--- config.mk ---
export PLATFORM = sky130hd
export DESIGN_NAME = pulse_counter_command_decoder
export DESIGN_NICKNAME = d
export VERILOG_FILES = /design/src/verilog/cmd_decoder_pkg.sv /design/src/verilog/event_accum.sv /design/src/verilog/pulse_counter_command_decoder.sv
export SDC_FILE = /design/constraint.sdc
export NUM_CORES = 2
export LEC_CHECK = 0
export BUFFER_PORTS_ARGS = -buffer_cell sky130_fd_sc_hd__clkbuf_2
export CORE_ASPECT_RATIO = 1.1
export CORE_UTILIZATION = 55
export CTS_CLUSTER_DIAMETER = 30
export DETAILED_ROUTE_END_ITERATION = 10
export PLACE_DENSITY = 0.85
export SETUP_SLACK_MARGIN = 0.5
export SYNTH_ARGS = -nofsm -noshare
export SYNTH_HDL_FRONTEND = slang
export SYNTH_SLANG_ARGS = --single-unit
--- constraint.sdc ---
create_clock -name ref_clk_i -period 6.8 [get_ports ref_clk_i]
set_clock_uncertainty 0.2 [all_clocks]
set_input_delay 0 -clock ref_clk_i [delete_from_list [all_inputs] [get_ports ref_clk_i]]
set_output_delay 0 -clock ref_clk_i [all_outputs]
set_load 0.05 [all_outputs]
--- src/verilog/cmd_decoder_pkg.sv ---
// Package: command bits, accumulator widths, pulse timing and carrier struct
package cmd_decoder_pkg;

  localparam int CMD_CLEAR_TS_BIT = 0;
  localparam int CMD_DISABLE_BIT  = 1;
  localparam int CMD_ENABLE_BIT   = 2;
  localparam int CMD_READOUT_BIT  = 3;
  localparam int CMD_PULSE_BIT    = 4;
  localparam int CMD_TOGGLE_BIT   = 5;
  localparam int CMD_TTL1_BIT     = 6;
  localparam int CMD_TTL2_BIT     = 7;

  localparam int CLK_ACC_W    = 48;
  localparam int SINGLE_ACC_W = 32;
  localparam int PAIR_ACC_W   = 32;
  localparam int QUAD_ACC_W   = 16;
  localparam int N_CHAN       = 4;
  localparam int N_PAIR       = 6;
  localparam int N_TRIPLE     = 4;

  localparam int CLK_PERIOD_NS   = 50;
  localparam int PULSE_WIDTH_NS  = 1000;
  localparam int PULSE_CYCLES    = (PULSE_WIDTH_NS + CLK_PERIOD_NS - 1) / CLK_PERIOD_NS;
  localparam int PULSE_CNT_W     = 8;

  typedef struct packed {
    logic                    valid;
    logic [CLK_ACC_W-1:0]    clocks;
    logic [N_CHAN*SINGLE_ACC_W-1:0] singles;
    logic [N_PAIR*PAIR_ACC_W-1:0]   pairs;
    logic [N_TRIPLE*PAIR_ACC_W-1:0] triples;
    logic [QUAD_ACC_W-1:0]   quad;
  } stats_s;

endpackage : cmd_decoder_pkg

--- src/verilog/event_accum.sv ---
// Wrapping event accumulator, restarted from the current event on snapshot
`timescale 1ns/1ps
module event_accum #(
  parameter int W = 32
) (
  input  wire logic         ref_clk_i,
  input  wire logic         rst_b_i,
  input  wire logic         inc_i,
  input  wire logic         snap_i,
  output logic [W-1:0]      value_o
);

  logic [W-1:0] acc_r;

  // The event in the snapshot cycle opens the next interval so none is lost
  always_ff @(posedge ref_clk_i) begin
    if (!rst_b_i) begin
      acc_r   <= '0;
      value_o <= '0;
    end else if (snap_i) begin
      value_o <= acc_r;
      acc_r   <= W'(inc_i);
    end else begin
      acc_r   <= acc_r + W'(inc_i);
    end
  end

endmodule : event_accum

--- src/verilog/pulse_counter_command_decoder.sv ---
// Command byte decoder with TTL output control and coincidence accumulators
`timescale 1ns/1ps
module pulse_counter_command_decoder #(
  parameter int PULSE_LEN = cmd_decoder_pkg::PULSE_CYCLES
) (
  input  wire logic                        ref_clk_i,
  input  wire logic                        rst_b_i,
  input  wire logic [7:0]                  host_command_byte_i,
  input  wire logic                        host_command_valid_i,
  input  wire logic [3:0]                  chan_in_i,
  output logic [1:0]                       ttl_out_o,
  output logic                             detect_enable_o,
  output logic                             clear_timestamp_o,
  output cmd_decoder_pkg::stats_s          stats_o
);

  localparam int NC = cmd_decoder_pkg::N_CHAN;

  // Input synchroniser, edge history and gated channel hits
  logic [3:0] chan_meta_r;
  logic [3:0] chan_sync_r;
  logic [3:0] chan_prev_r;
  logic [3:0] chan_rise;
  logic [3:0] hit;

  // Command decode
  logic       cmd_go;
  logic [1:0] sel;
  logic       go_clear;
  logic       go_disable;
  logic       go_enable;
  logic       go_readout;
  logic       go_pulse;
  logic       go_toggle;

  // TTL channel control
  logic [1:0] pulse_req;
  logic [1:0] toggle_req;
  logic [1:0] pulse_run;
  logic [1:0] pulse_end;
  logic [cmd_decoder_pkg::PULSE_CNT_W-1:0] pulse_cnt_r [2];

  // Readout strobes
  logic       snap_r;
  logic       snap_pend_r;

  assign cmd_go = host_command_valid_i && (host_command_byte_i != 8'h00);
  assign sel    = {host_command_byte_i[cmd_decoder_pkg::CMD_TTL2_BIT],
                   host_command_byte_i[cmd_decoder_pkg::CMD_TTL1_BIT]};

  // Set flags act together, so one byte may carry several commands; pulse masks toggle and enable beats disable
  assign go_clear   = cmd_go && host_command_byte_i[cmd_decoder_pkg::CMD_CLEAR_TS_BIT];
  assign go_disable = cmd_go && host_command_byte_i[cmd_decoder_pkg::CMD_DISABLE_BIT];
  assign go_enable  = cmd_go && host_command_byte_i[cmd_decoder_pkg::CMD_ENABLE_BIT];
  assign go_readout = cmd_go && host_command_byte_i[cmd_decoder_pkg::CMD_READOUT_BIT];
  assign go_pulse   = cmd_go && host_command_byte_i[cmd_decoder_pkg::CMD_PULSE_BIT];
  assign go_toggle  = cmd_go && host_command_byte_i[cmd_decoder_pkg::CMD_TOGGLE_BIT];

  // Select bits alone do nothing; pulse wins over toggle on a channel
  assign pulse_req  = go_pulse ? sel : 2'b00;
  assign toggle_req = (go_toggle && !go_pulse) ? sel : 2'b00;

  // Pins pass two flip-flops before edge detection
  always_ff @(posedge ref_clk_i) begin
    if (!rst_b_i) begin
      chan_meta_r <= 4'h0;
      chan_sync_r <= 4'h0;
    end else begin
      chan_meta_r <= chan_in_i;
      chan_sync_r <= chan_meta_r;
    end
  end

  // History starts at the idle level so reset gives no false edge
  always_ff @(posedge ref_clk_i) begin
    if (!rst_b_i) begin
      chan_prev_r <= 4'h0;
    end else begin
      chan_prev_r <= chan_sync_r;
    end
  end

  assign chan_rise = chan_sync_r & ~chan_prev_r;
  assign hit       = detect_enable_o ? chan_rise : 4'h0;

  // Acquisition mode persists until the host changes it; session close has no effect
  always_ff @(posedge ref_clk_i) begin
    if (!rst_b_i) begin
      detect_enable_o <= 1'b0;
    end else if (go_enable) begin
      detect_enable_o <= 1'b1;
    end else if (go_disable) begin
      detect_enable_o <= 1'b0;
    end
  end

  // Clear of the time base leaves only as a one-cycle pulse
  always_ff @(posedge ref_clk_i) begin
    if (!rst_b_i) begin
      clear_timestamp_o <= 1'b0;
    end else begin
      clear_timestamp_o <= go_clear;
    end
  end

  // TTL outputs: toggle and pulse act on every selected channel at once
  for (genvar c = 0; c < 2; c++) begin : g_ttl
    assign pulse_run[c] = pulse_cnt_r[c] != '0;
    assign pulse_end[c] = pulse_cnt_r[c] == cmd_decoder_pkg::PULSE_CNT_W'(1);

    // A pulse only starts from a low level; a later pulse or toggle on the channel ends it
    always_ff @(posedge ref_clk_i) begin
      if (!rst_b_i) begin
        pulse_cnt_r[c] <= '0;
      end else if (pulse_req[c] && !ttl_out_o[c]) begin
        pulse_cnt_r[c] <= cmd_decoder_pkg::PULSE_CNT_W'(PULSE_LEN);
      end else if (pulse_req[c] || toggle_req[c]) begin
        pulse_cnt_r[c] <= '0;
      end else if (pulse_run[c]) begin
        pulse_cnt_r[c] <= pulse_cnt_r[c] - 1'b1;
      end
    end

    // Output level: pulse from low rises, pulse on high only falls
    always_ff @(posedge ref_clk_i) begin
      if (!rst_b_i) begin
        ttl_out_o[c] <= 1'b0;
      end else if (pulse_req[c] && ttl_out_o[c]) begin
        ttl_out_o[c] <= 1'b0;
      end else if (pulse_req[c]) begin
        ttl_out_o[c] <= 1'b1;
      end else if (toggle_req[c]) begin
        ttl_out_o[c] <= ~ttl_out_o[c];
      end else if (pulse_end[c]) begin
        ttl_out_o[c] <= 1'b0;
      end
    end
  end

  // Readout snapshot, then one cycle later the valid strobe with captured values
  always_ff @(posedge ref_clk_i) begin
    if (!rst_b_i) begin
      snap_r <= 1'b0;
    end else begin
      snap_r <= go_readout;
    end
  end

  always_ff @(posedge ref_clk_i) begin
    if (!rst_b_i) begin
      snap_pend_r <= 1'b0;
    end else begin
      snap_pend_r <= snap_r;
    end
  end

  assign stats_o.valid = snap_pend_r;

  // Accumulators wrap; the host must read out often enough
  // Clock tally counts only cycles with detection enabled
  event_accum #(.W(cmd_decoder_pkg::CLK_ACC_W)) u_clk_acc (
    .ref_clk_i (ref_clk_i),
    .rst_b_i   (rst_b_i),
    .inc_i     (detect_enable_o),
    .snap_i    (snap_r),
    .value_o   (stats_o.clocks)
  );

  // Singles per channel, channel 1 in the lowest word
  for (genvar i = 0; i < NC; i++) begin : g_single
    event_accum #(.W(cmd_decoder_pkg::SINGLE_ACC_W)) u_acc (
      .ref_clk_i (ref_clk_i),
      .rst_b_i   (rst_b_i),
      .inc_i     (hit[i]),
      .snap_i    (snap_r),
      .value_o   (stats_o.singles[i*cmd_decoder_pkg::SINGLE_ACC_W +:
                                  cmd_decoder_pkg::SINGLE_ACC_W])
    );
  end

  // Pairs in order 12,13,14,23,24,34
  for (genvar a = 0; a < NC; a++) begin : g_pa
    for (genvar b = a + 1; b < NC; b++) begin : g_pb
      localparam int P = (a == 0) ? (b - 1) : ((a == 1) ? (b + 1) : 5);
      event_accum #(.W(cmd_decoder_pkg::PAIR_ACC_W)) u_acc (
        .ref_clk_i (ref_clk_i),
        .rst_b_i   (rst_b_i),
        .inc_i     (hit[a] && hit[b]),
        .snap_i    (snap_r),
        .value_o   (stats_o.pairs[P*cmd_decoder_pkg::PAIR_ACC_W +:
                                  cmd_decoder_pkg::PAIR_ACC_W])
      );
    end
  end

  // Triples in order 123,124,134,234: index t leaves out channel 4-t
  for (genvar t = 0; t < cmd_decoder_pkg::N_TRIPLE; t++) begin : g_tri
    localparam int SKIP = 3 - t;
    logic [3:0] m;
    assign m = hit | (4'h1 << SKIP);
    event_accum #(.W(cmd_decoder_pkg::PAIR_ACC_W)) u_acc (
      .ref_clk_i (ref_clk_i),
      .rst_b_i   (rst_b_i),
      .inc_i     (&m),
      .snap_i    (snap_r),
      .value_o   (stats_o.triples[t*cmd_decoder_pkg::PAIR_ACC_W +:
                                  cmd_decoder_pkg::PAIR_ACC_W])
    );
  end

  // Four-fold coincidences on the narrowest accumulator
  event_accum #(.W(cmd_decoder_pkg::QUAD_ACC_W)) u_quad_acc (
    .ref_clk_i (ref_clk_i),
    .rst_b_i   (rst_b_i),
    .inc_i     (&hit),
    .snap_i    (snap_r),
    .value_o   (stats_o.quad)
  );

endmodule : pulse_counter_command_decoder

==> reports/results.tsv <==
stage	metric	value	unit
timing	Final Cycle Share	0.528	
routing	WL/cell	17.7	um
final_layout	sequential cell area	21300	um2
hold_path	hold endpoint	ttl_out_o[1]$_SDFFE_PP0P_	
synthesis	Synth cell types	46	
synthesis	Most used DFF post-synth	dfxtp_1	
floorplan	Die W	267	um
job	max cap viols	0	
routing	DRT Pass-1 Iters	5	
place	post-place setup slack	3.17	ns
floorplan	DIE HEIGHT	294	um
routing	Vias per Instance	5.41	
worst_setup_path	r2r worst-path depth	8	
routing	DRC errors left	0	
synthesis	area leader, netlist	dfxtp_1	
power	Pwr Density	302	nW/um2
final_layout	layout cells sized above 1	0.174	
timing	slew at the pin closest to its max-slew limit	1.30	ns
place	Routability Congestion	0.871	
power	Pleak	19.4	nW
worst_setup_path	Reg-to-Reg Start	detect_enable_o$_SDFFE_PN0P_	
synthesis	ys async rst share	0	
worst_setup_path	data required time of the critical path	7.17	ns
final_layout	Nets	4927	
timing	Rel. slew slack	0.133	
hold_path	Hold Path Origin	host_command_byte_i[5]	
worst_setup_path	Startpoint Class	flip-flop	
grt	remaining global-route overflow	0	
worst_setup_path	worst-path cell chain	nand3b_1 -> nor2_1 -> ha_1 -> nand4_1 -> nor4_1 -> nand3_1 -> xor2_1 -> nor2_1	
floorplan	I/O pins	532	
routing	Routed Antenna Nets	0	
grt	initial antenna violation count	4	
grt	largest net degree at the start of global routing	289	
floorplan	Core Region	76400	um2
routing	via count	32700	
clocking	Max clock buf depth	3	
grt	first-pass GRT wire length	168000	um
worst_setup_path	R2R setup slack	3.21	ns
clocking	TritonCTS Buffers	173	
routing	1st-iter DRT viols	1878	
synthesis	syn nets	4389	
hold_path	HP Class	in2reg	
synthesis	synthesized area per cell	9.83	um2
timing	final worst slack	3.21	ns
floorplan	Core Rows	106	
worst_setup_path	crit-path max cell delay	0.92	ns
place	dpl hpwl	68900	um
synthesis	mapped cell area	42600	um2
clocking	CTS tree	built	
synthesis	YS warnings	0	
clocking	Worst-Skew Late Latency	0.73	ns
synthesis	synth top area cells	dfxtp_1 49%, mux2i_1 12%, nor2b_1 7.6%, xor2_1 5.6%, nor2_1 4.3%	
worst_setup_path	CP Capture Type	flip-flop	
synthesis	Post-synth EDFFs	16	
timing	RSZ-0062 raised after global routing	no	
timing	maximum clock frequency	0.279	GHz
worst_setup_path	most used cell, CP	nor2_1	
clocking	H-tree Lvls	4	
worst_setup_path	Crit Path Max Fanout	8	
worst_setup_path	capturing point of the worst reg2reg path	g_pa[1].g_pb[2].u_acc.acc_r[27]$_SDFF_PP0_	
routing	drt total wl	107000	um
timing	Final Hold Fails	0	
grt	Total GRT Usage	0.264	
worst_setup_path	crit path DAT	3.96	ns
final_layout	Util after Layout	0.686	
final_layout	FILL cells	5539	
clocking	Root Buffer	clkbuf_16	
floorplan	initial core utilization	0.558	
clocking	clk sinks	1058	
grt	vias in the first global route	31700	
power	worst vdd ir	254	uV
worst_setup_path	Slowest-stage cell, CP	nor4_1	
synthesis	Synth top cells by count	1042 x dfxtp_1, 519 x nor2b_1, 517 x mux2i_1, 491 x nor2_1, 275 x xor2_1	
timing	max-slew violation count	0	
clocking	clock slew at reported path FFs	0.05	ns
final_layout	synth-to-layout area growth	22.9	%
status	outcome	finished, final reports clean	
floorplan	die area	78600	um2
synthesis	top-count cell post-synth	dfxtp_1	
timing	minimum clock period	3.59	ns
hold_path	hold depth	5	
synthesis	share of the yosys chip area belonging to registers	0.501	
worst_setup_path	Setup CP Type	reg2reg	
timing	endpoints failing setup	0	
synthesis	Synth top area share	0.489	
timing	setup_tns	0	ns
synthesis	flops & latches, synth	1058	
place	# port buffers	531	
synthesis	Mapped Cells	4336	
final_layout	multi-input gate area in the final layout	20300	um2
timing	hold_ws	0.141	ns
## layout by cell type (no fill, tap or decap), drive strengths merged, types with 3 or more instances in the layout
cell type / n
nor3b: 5
nor4: 48
xnor2: 156
and2: 41
o211ai: 3
nand3: 201
or4: 7
a21boi: 4
nand2b: 3
clkinv: 38
o21ai: 61
and4: 57
dlygate4sd3: 31
a22o: 4
nor3: 71
clkinvlp: 20
mux2i: 517
a21o: 4
nand2: 161
buf: 14
or2: 7
inv: 87
or3: 59
dfxtp: 1042
nor2: 491
and3: 59
nor2b: 519
xor2: 275
o21a: 3
nor4b: 3
nand4: 143
edfxtp: 16
ha: 38
bufinv: 20
clkbuf: 742
a21oi: 61
nand3b: 4
## worst max-delay path: cells and delay by family, from the launching register on
kind | cells | cell delay, ns
xor gates and xnor gates | 1 | 0.21
adders and majority gates | 1 | 0.32
DFF | 1 | 0.48
and+or+nand+nor | 6 | 2.22
## power breakdown
group | internal [mW] | switching [mW]
registers | 6.28 | 0.0394
logic | 0.208 | 0.293
clock network | 5.81 | 3.20
total | 12.3 | 3.53
## registers in the layout, indices dropped and copies added (netlist names), 2 cells and up
register                 cells
g_pa.g_pb.u_acc.acc_r      192
u_clk_acc.acc_r             48
chan_meta_r                  4
g_single.u_acc.acc_r       128
u_clk_acc.value_o           48
g_tri.u_acc.value_o        128
g_single.u_acc.value_o     128
ttl_out_o                    2
chan_sync_r                  4
u_quad_acc.value_o          16
g_pa.g_pb.u_acc.value_o    192
chan_prev_r                  4
g_tri.u_acc.acc_r          128
pulse_cnt_r                 16
u_quad_acc.acc_r            16
## worst max path at each step
| stage | from | endpoint | slack (ns) | depth (start not counted) |
|---|---|---|---|---|
| after detailed placement | detect_enable_o$_SDFFE_PN0P_ | g_pa[0].g_pb[1].u_acc.acc_r[28]$_SDFF_PP0_ | 3.17 | 10 |
| after CTS | detect_enable_o$_SDFFE_PN0P_ | g_pa[1].g_pb[2].u_acc.acc_r[27]$_SDFF_PP0_ | 3.10 | 8 |
| after global routing | detect_enable_o$_SDFFE_PN0P_ | g_pa[1].g_pb[2].u_acc.acc_r[27]$_SDFF_PP0_ | 2.85 | 8 |
| final | detect_enable_o$_SDFFE_PN0P_ | g_pa[1].g_pb[2].u_acc.acc_r[27]$_SDFF_PP0_ | 3.21 | 8 |
| after global placement | detect_enable_o$_SDFFE_PN0P_ | g_pa[0].g_pb[1].u_acc.acc_r[26]$_SDFF_PP0_ | 3.27 | 10 |
| after floorplan | detect_enable_o$_SDFFE_PN0P_ | g_single[0].u_acc.acc_r[28]$_SDFF_PP0_ | 3.63 | 11 |
## metal layers
metal  vias up  GRT usage  share of wire
met5         -          0        0.00021
li1      15900          -              -
met1     15600      0.310           0.41
met4         4      0.153          0.056
met3       310     0.0669          0.061
met2       971      0.435           0.47
## layout make-up
cell class | instances | area share
diodes | 1 | 0.0000478
clock buffers | 212 | 0.0909
clock inverters | 110 | 0.0260
inverters | 55 | 0.00394
multi-input cells | 3011 | 0.387
flip-flops and latches | 1058 | 0.407
well taps | 1026 | 0.0245
repair buffers | 575 | 0.0604
## what timing repair did
item	in CTS	in global routing
gates resized for setup	0	0
hold endpoints to repair	175	0
setup buffers	0	0
hold buffers	31	0
## kinds of logic after synthesis
group           synth area share
buf+inv                   0.0242
compound gates            0.0183
fa+ha+maj                 0.0112
simple gates               0.236
mux                        0.121
xor+xnor                  0.0885
flops                      0.501
## stage by stage
step / std cells / total power, mW / cell area [um2]
global route: 6048 / 16.3 / 52400
global placement: 5694 / 6.90 / 46000
floorplan: 4336 / 6.82 / 42600
detailed placement: 5694 / 6.92 / 46000
CTS: 6047 / 15.9 / 52400
finish: 6048 / 15.8 / 52400
Power figures use the tool's default switching activity.
